File: src/pmc_map.svh
`ifndef PMC_MAP_SVH
`define PMC_MAP_SVH
// ----------------------------------------
// special function register addresses
// ----------------------------------------
`define PMC_ADDR_POWER_CONTROL       8'h87
`define PMC_ADDR_MEMORY_STACK_CONFIG 8'hAF
`define PMC_ADDR_STACK_POINTER_LOW  8'h81
`define PMC_ADDR_STACK_POINTER_HIGH 8'hB7
// ----------------------------------------
// reset values
// ----------------------------------------
`define PMC_RST_POWER_CONTROL       8'h00
`define PMC_RST_MEMORY_STACK_CONFIG 8'h00
`define PMC_RST_STACK_POINTER       11'h007
// ----------------------------------------
// field positions
// ----------------------------------------
`define PMC_BIT_BAUD_DOUBLE          7
`define PMC_BIT_SERIAL_WAKE          6
`define PMC_BIT_EXT_INT_ZERO_WAKE    5
`define PMC_BIT_LATCH_STROBE_DISABLE 4
`define PMC_BIT_GENERAL_FLAG_ONE     3
`define PMC_BIT_GENERAL_FLAG_ZERO    2
`define PMC_BIT_POWER_DOWN_REQUEST   1
`define PMC_BIT_EXTENDED_STACK       7
`define PMC_BIT_ONCHIP_XDATA_MAP     0
// ----------------------------------------
// writable masks and memory limits
// ----------------------------------------
`define PMC_MASK_POWER_CONTROL       8'hFE
`define PMC_MASK_MEMORY_STACK_CONFIG 8'h81
`define PMC_ONCHIP_XDATA_TOP         24'h0007FF
`endif

File: src/pmc_pkg.sv
package pmc_pkg;
   // ----------------------------------------
   // grouped carriers
   // ----------------------------------------
   typedef struct packed {
      logic       baud_double;
      logic       serial_wake_enable;
      logic       ext_int_zero_wake_enable;
      logic       latch_strobe_disable;
      logic       general_flag_one;
      logic       general_flag_zero;
      logic       power_down_request;
      logic       unused0;
   } pmc_power_control_t;

   typedef struct packed {
      logic        wr;
      logic        rd;
      logic [7:0]  addr;
      logic [7:0]  wdata;
   } pmc_sfr_req_t;

   typedef enum logic [1:0] {
      PMC_STACK_HOLD,
      PMC_STACK_PUSH,
      PMC_STACK_POP
   } pmc_stack_op_t;

   typedef enum logic {
      PMC_RUNNING,
      PMC_POWERED_DOWN
   } pmc_power_state_t;
endpackage : pmc_pkg

File: src/pmc_config.sv
`include "pmc_map.svh"
// Function
// power control register at 87H, resets to 00H, byte access only
// power control bit 7 doubles the serial port baud rate
// bit 6 lets a serial SPI or I2C interrupt end power-down
// bit 5 lets external interrupt zero end power-down, low level or falling edge
// bit 4 set stops the address latch strobe output
// writing 1 to bit 1 enters power-down until an enabled wake source
// power control bit 0 and configuration bits 6..1 ignore writes
// configuration register at AFH, resets 00H, plain stack and memory
// configuration bit 7 set makes the stack pointer 11 bits wide
// bit 7 clear hides the high stack byte, stack wraps FFH to 00H
// configuration bit 0 set maps on-chip data memory into lowest 2 kbytes
// bit 0 clear sends data moves to external memory up to 16 MB
// high stack byte at B7H, 3 low bits, accessible only when extended
// data pointer above 0007FFH always goes off-chip
// general flag bits 3 and 2 just hold what software writes
module pmc_config (
   input  wire logic                    clk,
   input  wire logic                    reset,
   input  wire logic                    clk_en,
   input  wire pmc_pkg::pmc_sfr_req_t   sfr_req,
   output logic [7:0]                   sfr_rdata,
   output logic                         sfr_hit,
   input  wire pmc_pkg::pmc_stack_op_t  stack_op,
   output logic [10:0]                  stack_pointer,
   input  wire logic [23:0]             data_pointer,
   output logic                         xdata_onchip_sel,
   input  wire logic                    serial_irq,
   input  wire logic                    external_interrupt_zero,
   input  wire logic                    ext_int_zero_edge_select,
   input  wire logic                    latch_strobe_core,
   output logic                         latch_strobe,
   output logic                         latch_strobe_oe_n,
   output logic                         baud_double,
   output logic                         powered_down,
   output logic                         general_flag_one,
   output logic                         general_flag_zero
);
   // ----------------------------------------
   // state
   // ----------------------------------------
   pmc_pkg::pmc_power_control_t power_control_q;
   logic [7:0]                  cfg_q;
   logic [10:0]                 sp_q;
   logic [10:0]                 sp_d;
   pmc_pkg::pmc_power_state_t   pstate_q;
   logic                        external_interrupt_zero_level;
   logic                        external_interrupt_zero_fall;
   logic                        wake;
   logic                        ext_stack;

   // byte write under mask keeping unimplemented bits at zero
   function automatic logic [7:0] masked(input logic [7:0] v, input logic [7:0] m);
      masked = v & m;
   endfunction : masked

   // address match on a request
   function automatic logic hit(input logic [7:0] a, input logic [7:0] ref_addr);
      hit = (a == ref_addr);
   endfunction : hit

   assign ext_stack = cfg_q[`PMC_BIT_EXTENDED_STACK];

   // ----------------------------------------
   // external interrupt zero pin synchroniser
   // ----------------------------------------
   pmc_wake_sync u_external_interrupt_zero_sync (
      .clk        (clk),
      .reset      (reset),
      .clk_en     (clk_en),
      .pin_in     (external_interrupt_zero),
      .level_out  (external_interrupt_zero_level),
      .fall_pulse (external_interrupt_zero_fall)
   );

   // ----------------------------------------
   // power control register
   // ----------------------------------------
   // write path, power-down bit cleared by wake
   always_ff @(posedge clk) begin
      if (reset) begin
         power_control_q <= `PMC_RST_POWER_CONTROL;
      end else if (clk_en) begin
         if (sfr_req.wr && hit(sfr_req.addr, `PMC_ADDR_POWER_CONTROL)) begin
            power_control_q <= masked(sfr_req.wdata, `PMC_MASK_POWER_CONTROL);
         end else if (wake) begin
            power_control_q.power_down_request <= 1'b0;
         end
      end
   end

   // wake sources gated by their enables
   always_comb begin
      wake = 1'b0;
      if (power_control_q.serial_wake_enable && serial_irq) begin
         wake = 1'b1;
      end
      if (power_control_q.ext_int_zero_wake_enable) begin
         if (ext_int_zero_edge_select) begin
            wake = wake | external_interrupt_zero_fall;
         end else begin
            wake = wake | !external_interrupt_zero_level;
         end
      end
   end

   // power state machine
   always_ff @(posedge clk) begin
      if (reset) begin
         pstate_q <= pmc_pkg::PMC_RUNNING;
      end else if (clk_en) begin
         unique case (pstate_q)
            pmc_pkg::PMC_RUNNING: begin
               if (power_control_q.power_down_request && !wake) begin
                  pstate_q <= pmc_pkg::PMC_POWERED_DOWN;
               end
            end
            pmc_pkg::PMC_POWERED_DOWN: begin
               if (wake) begin
                  pstate_q <= pmc_pkg::PMC_RUNNING;
               end
            end
         endcase
      end
   end

   // ----------------------------------------
   // configuration register
   // ----------------------------------------
   always_ff @(posedge clk) begin
      if (reset) begin
         cfg_q <= `PMC_RST_MEMORY_STACK_CONFIG;
      end else if (clk_en && sfr_req.wr && hit(sfr_req.addr, `PMC_ADDR_MEMORY_STACK_CONFIG)) begin
         cfg_q <= masked(sfr_req.wdata, `PMC_MASK_MEMORY_STACK_CONFIG);
      end
   end

   // ----------------------------------------
   // stack pointer
   // ----------------------------------------
   // next value: push/pop arithmetic and register writes
   always_comb begin
      sp_d = sp_q;
      unique case (stack_op)
         pmc_pkg::PMC_STACK_PUSH: sp_d = sp_q + 11'h001;
         pmc_pkg::PMC_STACK_POP:  sp_d = sp_q - 11'h001;
         default:                 sp_d = sp_q;
      endcase
      if (sfr_req.wr && hit(sfr_req.addr, `PMC_ADDR_STACK_POINTER_LOW)) begin
         sp_d[7:0] = sfr_req.wdata;
      end
      if (sfr_req.wr && ext_stack && hit(sfr_req.addr, `PMC_ADDR_STACK_POINTER_HIGH)) begin
         sp_d[10:8] = sfr_req.wdata[2:0];
      end
      if (!ext_stack) begin
         sp_d[10:8] = 3'h0;
      end
   end

   always_ff @(posedge clk) begin
      if (reset) begin
         sp_q <= `PMC_RST_STACK_POINTER;
      end else if (clk_en) begin
         sp_q <= sp_d;
      end
   end

   // ----------------------------------------
   // register read mux
   // ----------------------------------------
   always_comb begin
      sfr_rdata = 8'h00;
      sfr_hit   = 1'b0;
      if (hit(sfr_req.addr, `PMC_ADDR_POWER_CONTROL)) begin
         sfr_rdata = power_control_q;
         sfr_hit   = 1'b1;
      end else if (hit(sfr_req.addr, `PMC_ADDR_MEMORY_STACK_CONFIG)) begin
         sfr_rdata = cfg_q;
         sfr_hit   = 1'b1;
      end else if (hit(sfr_req.addr, `PMC_ADDR_STACK_POINTER_LOW)) begin
         sfr_rdata = sp_q[7:0];
         sfr_hit   = 1'b1;
      end else if (ext_stack && hit(sfr_req.addr, `PMC_ADDR_STACK_POINTER_HIGH)) begin
         sfr_rdata = {5'h00, sp_q[10:8]};
         sfr_hit   = 1'b1;
      end
   end

   // ----------------------------------------
   // outputs
   // ----------------------------------------
   assign stack_pointer     = sp_q;
   assign xdata_onchip_sel  = cfg_q[`PMC_BIT_ONCHIP_XDATA_MAP]
                              && (data_pointer <= `PMC_ONCHIP_XDATA_TOP);
   assign latch_strobe      = latch_strobe_core && !power_control_q.latch_strobe_disable;
   assign latch_strobe_oe_n = power_control_q.latch_strobe_disable;
   assign baud_double       = power_control_q.baud_double;
   assign powered_down      = (pstate_q == pmc_pkg::PMC_POWERED_DOWN);
   assign general_flag_one  = power_control_q.general_flag_one;
   assign general_flag_zero = power_control_q.general_flag_zero;
endmodule : pmc_config

File: src/pmc_wake_sync.sv
`include "pmc_map.svh"
// ----------------------------------------
// pin synchroniser with agreement filter
// ----------------------------------------
module pmc_wake_sync (
   input  wire logic clk,
   input  wire logic reset,
   input  wire logic clk_en,
   input  wire logic pin_in,
   output logic      level_out,
   output logic      fall_pulse
);
   logic s1_q;
   logic s2_q;
   logic s3_q;
   logic lvl_q;

   // three stage shift, reset high (idle pin)
   always_ff @(posedge clk) begin
      if (reset) begin
         s1_q <= 1'b1;
         s2_q <= 1'b1;
         s3_q <= 1'b1;
      end else if (clk_en) begin
         s1_q <= pin_in;
         s2_q <= s1_q;
         s3_q <= s2_q;
      end
   end

   // accept change once stages two and three agree
   always_ff @(posedge clk) begin
      if (reset) begin
         lvl_q <= 1'b1;
      end else if (clk_en && (s2_q == s3_q)) begin
         lvl_q <= s3_q;
      end
   end

   assign level_out  = lvl_q;
   assign fall_pulse = clk_en && (s2_q == s3_q) && !s3_q && lvl_q;
endmodule : pmc_wake_sync

File: config.mk
export PLATFORM = sky130hd
export DESIGN_NAME = pmc_config
export DESIGN_NICKNAME = d
export VERILOG_FILES = /design/src/pmc_pkg.sv /design/src/pmc_config.sv /design/src/pmc_wake_sync.sv
export VERILOG_INCLUDE_DIRS = /design/src
export SDC_FILE = /design/constraint.sdc
export NUM_CORES = 1
export LEC_CHECK = 0
export BUFFER_PORTS_ARGS = -buffer_cell sky130_fd_sc_hd__clkbuf_2
export CAP_MARGIN = 20
export CORE_MARGIN = 2
export CORE_UTILIZATION = 48
export CTS_CLUSTER_DIAMETER = 80
export DETAILED_ROUTE_END_ITERATION = 8
export GPL_TIMING_DRIVEN = 0
export PLACE_DENSITY = 0.81
export SETUP_SLACK_MARGIN = 0.4
export SLEW_MARGIN = 20
export SYNTH_ARGS = -nofsm -noshare
export SYNTH_HDL_FRONTEND = slang
export SYNTH_SLANG_ARGS = --single-unit
File: constraint.sdc
create_clock -name clk -period 7.5 [get_ports clk]
set_clock_uncertainty 0.05 [all_clocks]
set_input_delay 0 -clock clk [delete_from_list [all_inputs] [get_ports clk]]
set_output_delay 0 -clock clk [all_outputs]
set_load 0.02 [all_outputs]
==> results of run 1 <==
==> synth_stat cells, drive strengths merged (6+ instances only) <==
| master | count | area, um^2 |
|---|---|---|
| a211o | 6 | 52.6 |
| buf | 7 | 32.5 |
| xnor2 | 6 | 52.6 |
| nor2 | 23 | 86.3 |
| a21oi | 12 | 60.1 |
| nand3 | 8 | 40.0 |
| and3 | 6 | 37.5 |
| inv | 11 | 41.3 |
| o21ai | 7 | 35.0 |
| nand2 | 16 | 60.1 |
| nor2b | 7 | 43.8 |
| nor4 | 8 | 77.6 |
| clkbuf | 13 | 48.8 |
| mux2i | 10 | 100 |
| dfxtp | 25 | 500 |
==> registers in the layout, indices dropped and copies added (netlist names) <==
name	flops
baud_double	1
cfg_q	2
power_control_q	3
u_external_interrupt_zero_sync.s1_q	1
general_flag_one	1
u_external_interrupt_zero_sync.level_out	1
u_external_interrupt_zero_sync.s2_q	1
latch_strobe_oe_n	1
powered_down	1
general_flag_zero	1
u_external_interrupt_zero_sync.s3_q	1
stack_pointer	11
==> cell usage in the layout, fill, tap and decap left out, types with 4 or more instances in the layout <==
cell type and count:
clkbuf_2 63, dfxtp_1 25, nor2_1 23, nand2_1 16
clkbuf_1 13, a21oi_1 12, inv_1 10, mux2i_1 10
dlygate4sd3_1 9, nand3_1 8, nor2b_1 7, a211o_1 6
and3_1 6, xnor2_1 6, buf_2 5, nand3b_1 5
nor4_1 5, o21ai_0 5, a22o_1 4, a222oi_1 4
o31ai_1 4, ha_1 4
==> worst reg2reg max path, stage by stage, from the launching register on <==
cell,delay (ns)
dfxtp_1,0.34
buf_2,0.22
xor2_1,0.17
ha_1,0.24
nor4_1,0.09
or4_1,0.56
a21o_1,0.19
a32oi_1,0.21
nor4bb_1,0.10
o31ai_1,0.23
==> power groups by stage <==
stage | combinational (mW) | sequential, mW | clock [mW]
global placement | 0.0898 | 0.146 | 0
finish | 0.0972 | 0.143 | 0.0855
global route | 0.107 | 0.144 | 0.0895
CTS | 0.0952 | 0.143 | 0.0864
detailed placement | 0.0913 | 0.146 | 0
floorplan | 0.0585 | 0.149 | 0
==> layer usage <==
metal	up-vias	global-route usage [%]	part of all wire (%)
met3	16	6.82	7.8
met5	-	0	0
li1	1108	-	-
met2	95	45.0	48
met4	0	8.00	2.3
met1	1098	34.3	42
==> kinds of logic after synthesis <==
family / Yosys count
fa+ha+maj: 4
mux: 10
buf+inv: 31
compound gates: 72
simple gates: 102
flops: 25
xor+xnor: 9
==> stage by stage <==
| stage | hold WS (ns) | setup slack (ns) | util, % | instances | power (mW) |
|---|---|---|---|---|---|
| 6_report | 0.0729 | 4.78 | 62.9 | 379 | 0.326 |
| 5_1_grt | 0.107 | 4.57 | 62.9 | 379 | 0.340 |
| 4_1_cts | 0.0682 | 4.84 | 62.9 | 379 | 0.325 |
| 3_5_place_dp | 0.167 | 4.54 | 59.5 | 366 | 0.237 |
| 3_3_place_gp | 0.158 | 4.61 | 59.5 | 366 | 0.236 |
| 2_1_floorplan | 0.0363 | 5.03 | - | 253 | 0.208 |
==> layout make-up <==
type | count | share of cell area (%)
multi-input cells | 197 | 54.8
flip-flops and latches | 25 | 19.9
repair buffers | 72 | 16.1
plain buffers | 20 | 3.23
well taps | 50 | 2.49
clock buffers | 3 | 1.64
inverters | 11 | 1.64
clock inverters | 1 | 0.199
==> worst max path at each step <==
stage | to | slack, ns | depth (start not counted)
3_5_place_dp | stack_pointer[10] | 4.54 | 13
3_3_place_gp | stack_pointer[10] | 4.61 | 13
5_1_grt | stack_pointer[10] | 4.57 | 13
6_report | stack_pointer[10] | 4.78 | 13
2_1_floorplan | stack_pointer[10] | 5.03 | 12
4_1_cts | stack_pointer[10] | 4.84 | 13
==> results.yml, run 1 <==
timing:
  slew_headroom_pct: 52.2
  slew_viol_final: 0
  rsz0062_at_grt: "no"
  setup_tns_ns: 0
  finalCriticalPeriod_ns: 2.72
  max_freq_mhz: 368
  min_period_over_period_pct: 36.2
  setup_viol_count_final: 0
  worstMarginPinSlew_ns: 0.707
  hold_viol_final: 0
hold_path:
  hold_start: "serial_irq"
  hold_path_class: "in2reg"
  min_to: "powered_down"
  whs_path_depth: 4
floorplan:
  core_region_area_um2: 4000
  die_area_um2: 4700
  num_rows: 23
  die_w_um: 68.6
  die_h_um: 68.6
  start_util_pct: 50.0
  ios: 78
setup_path:
  cp_top_family: "buffers and inverters"
  r2r-start: "stack_pointer[1]"
  critPathBufInv: 4
  crit_required_ns: 7.65
  startpoint_type: "primary input"
  path_common_cell: "ha_1"
  r2r_slack_ns: 5.02
  cp_data_arrival_time_ns: 2.86
  worstSetupPathType: "in2reg"
  r2r-end: "stack_pointer[10]"
  cp_slowest_cell: "or4_1"
  cp_cell_sequence: "clkbuf_2, inv_1, ha_1, buf_1, buf_2, xor2_1, ha_1, nor4_1, or4_1, a21o_1, a32oi_1, nor4bb_1, o31ai_1"
  rr_worst_depth: 9
  endpoint_kind: "register"
  slowest_delay_ns: 0.56
  cp_max_fo: 10
  cp-startpoint: "stack_op[0]"
synth:
  synth_compound_area_share_pct: 26.8
  synth-main-ff-cell: "dfxtp_1"
  synthSimpleGateAreaFrac_pct: 30.6
  synthAdderAreaFrac_pct: 2.50
  synth_nets: 308
  yosys_warnings: 0
  synth_cell_types: 64
  synth_cells: 253
  ys_seq_area_share_pct: 25.0
  synth.avg_cell_area_um2: 7.91
  async_flop_share_pct: 0
  synth_top_family_by_area: "simple AND/OR/NAND/NOR gates"
  synth_edf_count: 0
  synth_xor_area_share_pct: 3.94
  synth-seq-cells: 25
  synth_area_um2: 2000
  synth.area.mux_share_pct: 5.00
cts:
  cts_resized: 0
  cts_root_buffer: "clkbuf_8"
  cts_tree: "built"
  cts_num_sinks: 25
  cts_buffers: 3
  cts.path.max_buffers: 2
  cts.clk_slew.worst_paths_ns: 0.09
  postCtsSetupBuffers: 0
  clk_latency_ns: 0.28
  cts_hold_buffers: 9
  htreeDepth: 1
final_layout:
  fin_nets: 385
  drive_gt1_share_pct: 26.4
  nFillCells: 375
  seqCellArea_um2: 500
  multi_input_area_um2: 1380
  syn_to_final_growth_pct: 25.7
  final_area_um2: 2520
  antenna_cells: 0
global_route:
  antenna_found_initial: 0
  grt_pass1_wl_um: 9760
  grt_usage_pct: 27.0
  grt_pass1_vias: 2128
  grt_max_degree: 15
  overflow: 0
placed_design:
  io_buffers: 63
  place_hpwl_um: 4510
  placed_cell_area_um2: 2380
  routabilityCongestion: 0.923
route:
  ant_nets: 0
  first_pass_iters: 4
  wirelength_um: 6020
  wire_per_inst_um: 15.9
  drcViolationCount: 0
  avgViaCountPerCell: 6.11
  vias: 2317
  first_iter_violations: 230
power:
  vdd_drop_max_mv: 0.0995
  power_leakage_nw: 1.07
  power_frac_seq_pct: 43.9
  internal_power_mw: 0.216
  combPwrFrac_pct: 29.8
  p_sw_share_pct: 33.7
  power_density_nw_per_um2: 129
  net-switching-power_mw: 0.110
  pwr-share-clk_pct: 26.3
job:
  cap_violations: 0
run_status:
  status: "completed"
(Power assumes the default switching activity.)
==> run 2, diff against run 1 <==
--- a/config.mk
+++ b/config.mk
@@ -9,11 +9,11 @@
 export BUFFER_PORTS_ARGS = -buffer_cell sky130_fd_sc_hd__clkbuf_2
 export CAP_MARGIN = 20
 export CORE_MARGIN = 2
-export CORE_UTILIZATION = 48
+export CORE_UTILIZATION = 44
 export CTS_CLUSTER_DIAMETER = 80
 export DETAILED_ROUTE_END_ITERATION = 8
 export GPL_TIMING_DRIVEN = 0
-export PLACE_DENSITY = 0.81
+export PLACE_DENSITY = 0.78
 export SETUP_SLACK_MARGIN = 0.4
 export SLEW_MARGIN = 20
 export SYNTH_ARGS = -nofsm -noshare
==> constraint.sdc (replaced) <==
create_clock -name clk -period 2.25 [get_ports clk]
set_clock_uncertainty 0.05 [all_clocks]
set_input_delay 0 -clock clk [delete_from_list [all_inputs] [get_ports clk]]
set_output_delay 0 -clock clk [all_outputs]
set_load 0.02 [all_outputs]
==> results.yml, run 2 (same netlist as run 1, synthesis figures left out) <==
timing:
  setup_ws_ns: -0.0151
  worst_hold_slack_ns: 0.0839
  min_period_over_period_pct: 101
  setup_viol_count_final: 1
  finalCriticalPeriod_ns: 2.27
  slew_headroom_pct: 51.3
  hold_viol_final: 0
  rsz0062_at_grt: "yes"
  slew_viol_final: 0
  worstMarginPinSlew_ns: 0.720
  max_freq_mhz: 441
cts:
  cts.path.max_buffers: 2
  cts.clk_slew.worst_paths_ns: 0.10
  cts_num_sinks: 25
  cts_tree: "built"
  clk_latency_ns: 0.28
  htreeDepth: 1
  cts_buffers: 3
  cts_root_buffer: "clkbuf_8"
route:
  first_pass_iters: 6
  wirelength_um: 6510
  vias: 2319
  first_iter_violations: 211
  avgViaCountPerCell: 5.93
  drcViolationCount: 0
  ant_nets: 0
  wire_per_inst_um: 16.7
final_layout:
  drive_gt1_share_pct: 36.0
  syn_to_final_growth_pct: 37.9
  largest_register_ffs: 11
  nFillCells: 397
  fin_nets: 395
  layout_commonest_cell: "clkbuf_2"
  final_cell_mix: "64 x clkbuf_2, 23 x nor2_1, 23 x dfxtp_1"
  antenna_cells: 0
global_route:
  grt_pass1_wl_um: 10300
  overflow: 0
  grt_max_degree: 16
  grt_usage_pct: 25.1
  grt_pass1_vias: 2141
  antenna_found_initial: 0
setup_path:
  r2r-start: "stack_pointer[0]"
  endpoint_kind: "register"
  slowest_delay_ns: 0.58
  cp_slowest_cell: "dfxtp_1"
  cp_data_arrival_time_ns: 2.41
  startpoint_type: "register"
  cp-startpoint: "stack_pointer[0]"
  r2r-end: "stack_pointer[10]"
  r2r_slack_ns: -0.02
  critPathBufInv: 0
  cp_top_family: "simple AND/OR/NAND/NOR gates"
  cp.depth: 7
  endpoint: "stack_pointer[10]"
  rr_worst_depth: 7
  cp_cell_sequence: "ha_2, nor4_2, or4_4, a21o_1, a32oi_2, nor4bb_1, o31ai_1"
  worstSetupPathType: "reg2reg"
  cp_max_fo: 9
  crit_required_ns: 2.40
power:
  power_density_nw_per_um2: 416
  vdd_drop_max_mv: 0.284
  power_leakage_nw: 1.15
floorplan:
  ios: 78
  num_rows: 24
  die_area_um2: 5110
  start_util_pct: 46.0
  core_region_area_um2: 4350
  die_w_um: 71.5
  die_h_um: 71.5
run_status:
  failed_checks: "negative setup slack"
  status: "complete, but fails checks"
job:
  cap_violations: 0
hold_path:
  hold_path_class: "in2reg"
placed_design:
  place_hpwl_um: 4600
  routabilityCongestion: 0.899
  io_buffers: 63
  dp_worst_setup_slack_ns: -0.289
[run 2: changes by cell type in the layout (fill, tap and decap cells not counted), sizes merged]
cell / previous run / this run
buf: 7 / 17
clkinvlp: 0 / 1
clkinv: 1 / 0
[run 2: worst register-to-register path, cell delays in order, from the launching register on]
cell	delay, ns
dfxtp_1	0.58
ha_2	0.30
nor4_2	0.06
or4_4	0.49
a21o_1	0.19
a32oi_2	0.20
nor4bb_1	0.09
o31ai_1	0.23
[run 2: through the flow]
step	total power [mW]	instances	utilization, %	area [um^2]	setup TNS [ns]
5_1_grt	1.21	391	63.4	2760	-0.274
6_report	1.15	391	63.4	2760	-0.0151
3_5_place_dp	0.804	368	55.6	2420	-0.699
3_3_place_gp	0.798	368	55.6	2420	-0.621
2_1_floorplan	0.701	253	-	2040	0
4_1_cts	1.13	389	61.6	2680	0
[run 2: report_power, final]
group | total (mW) | leakage [nW] | internal, mW | switching (mW)
Sequential | 0.479 | 0.203 | 0.459 | 0.0196
Clock | 0.287 | 0.0217 | 0.126 | 0.161
Combinational | 0.384 | 0.929 | 0.174 | 0.210
[run 2: timing repair]
action | CTS | global route
pin swaps | 13 | 10
gates resized for setup | 12 | 13
buffers inserted | 8 | 2
hold endpoints to repair | 11 | 0
setup endpoints to repair | 7 | 15
hold buffers | 9 | 0
[run 2: routing by layer]
metal,global-route usage [%],share of wire (%),wire length (um)
met5,0,0,0
met4,5.87,1.6,104
met3,3.94,6.0,392
met1,34.0,43,2780
met2,41.9,50,3240
[run 2: final cells by class]
class	count	area, um^2	share of cell area (%)
sequential	25	505	18.3
tap	52	65.1	2.36
buffer	20	123	4.44
inverter	11	41.3	1.50
multi-input combinational	197	1490	54.1
timing repair buffer	82	484	17.5
clock buffer	3	41.3	1.50
clock inverter	1	7.51	0.272
[run 2: worst min-delay path by stage]
| stage | startpoint | to | slack (ns) | cells past startpoint |
|---|---|---|---|---|
| 2_1_floorplan | data_pointer[22] | xdata_onchip_sel | 0.04 | 1 |
| 3_3_place_gp | external_interrupt_zero | u_external_interrupt_zero_sync.s1_q | 0.16 | 2 |
| 3_5_place_dp | external_interrupt_zero | u_external_interrupt_zero_sync.s1_q | 0.17 | 2 |
| 4_1_cts | serial_irq | powered_down | 0.07 | 4 |
| 5_1_grt | serial_irq | powered_down | 0.10 | 4 |
| 6_report | serial_irq | powered_down | 0.08 | 4 |
==> run 3, diff against run 2 <==
--- a/config.mk
+++ b/config.mk
@@ -9,13 +9,13 @@
 export BUFFER_PORTS_ARGS = -buffer_cell sky130_fd_sc_hd__clkbuf_2
 export CAP_MARGIN = 20
 export CORE_MARGIN = 2
-export CORE_UTILIZATION = 44
+export CORE_UTILIZATION = 53
 export CTS_CLUSTER_DIAMETER = 80
 export DETAILED_ROUTE_END_ITERATION = 8
 export GPL_TIMING_DRIVEN = 0
-export PLACE_DENSITY = 0.78
+export PLACE_DENSITY = 0.88
 export SETUP_SLACK_MARGIN = 0.4
-export SLEW_MARGIN = 20
+export SLEW_MARGIN = 40
 export SYNTH_ARGS = -nofsm -noshare
 export SYNTH_HDL_FRONTEND = slang
 export SYNTH_SLANG_ARGS = --single-unit
==> constraint.sdc (replaced) <==
create_clock -name clk -period 2.73 [get_ports clk]
set_clock_uncertainty 0.05 [all_clocks]
set_input_delay 0 -clock clk [delete_from_list [all_inputs] [get_ports clk]]
set_output_delay 0 -clock clk [all_outputs]
set_load 0.02 [all_outputs]
==> results.yml, run 3 (same netlist as run 1, synthesis figures left out) <==
run_status:
  status: "completed"
timing:
  hold_viol_final: 0
  slew_viol_final: 0
  rsz0062_at_grt: "yes"
  setup_tns_ns: 0
  worstMarginPinSlew_ns: 0.712
  setup_ws_ns: 0.397
  setup_viol_count_final: 0
  slew_headroom_pct: 51.9
  min_period_over_period_pct: 85.5
  finalCriticalPeriod_ns: 2.33
  max_freq_mhz: 429
final_layout:
  final_cell_mix: "64 x clkbuf_2, 23 x nor2_1, 23 x dfxtp_1"
  drive_gt1_share_pct: 31.8
  nFillCells: 295
  fin_nets: 393
  largest_register_ffs: 11
  antenna_cells: 0
  seqCellArea_um2: 503
  multi_input_area_um2: 1430
  layout_commonest_cell: "clkbuf_2"
  syn_to_final_growth_pct: 32.4
route:
  avgViaCountPerCell: 6.27
  wirelength_um: 6200
  vias: 2415
  first_iter_violations: 290
  first_pass_iters: 5
  ant_nets: 0
  wire_per_inst_um: 16.1
  drcViolationCount: 0
power:
  power_density_nw_per_um2: 348
  power_leakage_nw: 1.12
  total_power_mw: 0.924
  vdd_drop_max_mv: 0.296
placed_design:
  place_hpwl_um: 4330
  dp_worst_setup_slack_ns: -0.00846
  io_buffers: 63
  routabilityCongestion: 0.872
setup_path:
  cp_data_arrival_time_ns: 2.49
  cp_max_fo: 5
  endpoint_kind: "register"
  worstSetupPathType: "reg2reg"
  startpoint_type: "register"
  crit_required_ns: 2.89
floorplan:
  start_util_pct: 55.1
  core_region_area_um2: 3630
  ios: 78
  num_rows: 22
  die_w_um: 65.5
  die_h_um: 65.5
  die_area_um2: 4290
global_route:
  antenna_found_initial: 0
  grt_pass1_wl_um: 9870
  grt_pass1_vias: 2155
  grt_usage_pct: 29.0
  overflow: 0
  grt_max_degree: 15
job:
  cap_violations: 0
cts:
  cts_tree: "built"
  cts.path.max_buffers: 2
  cts_root_buffer: "clkbuf_8"
  cts_buffers: 3
  htreeDepth: 1
  cts.clk_slew.worst_paths_ns: 0.09
  cts_num_sinks: 25
  clk_latency_ns: 0.27
hold_path:
  hold_path_class: "in2reg"
==> run 3: changes by cell type in the layout (fill, tap and decap cells not counted), sizes merged <==
cell,previous run,this run
clkinvlp,1,0
buf,17,15
clkinv,0,1
==> run 3: power breakdown <==
part / total, mW / switching, mW / leakage [nW] / internal [mW]
logic: 0.303 / 0.167 / 0.894 / 0.137
clock network: 0.225 / 0.123 / 0.0255 / 0.102
registers: 0.395 / 0.0168 / 0.203 / 0.379
==> run 3: metrics by stage <==
step	instance area, um^2	util (%)	instances	hold slack [ns]
2_1_floorplan	2010	-	253	0.0363
4_1_cts	2580	70.9	381	0.103
3_3_place_gp	2380	65.5	364	0.160
5_1_grt	2650	73.0	385	0.139
3_5_place_dp	2380	65.5	364	0.166
6_report	2650	73.0	385	0.111
==> run 3: final timing paths <==
| check | depth (start not counted) | start | endpoint | slack, ns |
|---|---|---|---|---|
| hold reg to reg | 1 | u_external_interrupt_zero_sync.s1_q | u_external_interrupt_zero_sync.s2_q | 0.42 |
| hold / removal | 2 | reset | stack_pointer[1] | 0.11 |
| setup reg to reg | 8 | stack_pointer[1] | stack_pointer[7] | 0.40 |
| setup / recovery | 8 | stack_pointer[1] | stack_pointer[7] | 0.40 |
==> run 3: layout make-up <==
| class | instances | share of cell area (%) |
|---|---|---|
| repair buffers | 80 | 17.7 |
| well taps | 48 | 2.27 |
| flip-flops and latches | 25 | 19.0 |
| plain buffers | 20 | 3.96 |
| inverters | 11 | 1.56 |
| clock inverters | 1 | 0.189 |
| clock buffers | 3 | 1.56 |
| multi-input cells | 197 | 53.8 |
==> run 3: metal layers <==
layer,global-route usage [%],share of wire [%],up-vias
met5,0,0,-
met4,5.99,1.0,0
met3,5.48,9.4,12
met2,51.1,50,145
met1,36.8,40,1134
li1,-,-,1124
==> run 3: worst max-delay path, cell delays in order (launching register included) <==
cell	delay [ns]
dfxtp_2	0.33
buf_6	0.12
buf_6	0.12
or4b_4	0.52
a2bb2oi_4	0.16
o21a_1	0.23
mux2i_2	0.18
a2111o_1	0.43
a31oi_1	0.12
==> run 3: repair_timing <==
item / 4_1_cts / 5_1_grt
hold buffers: 9 / 0
buffers inserted: 4 / 4
pin swaps: 5 / 8
gates cloned: 0 / 0
endpoints found under the hold margin: 12 / 0
resized for setup: 9 / 12
setup endpoints to repair: 2 / 5
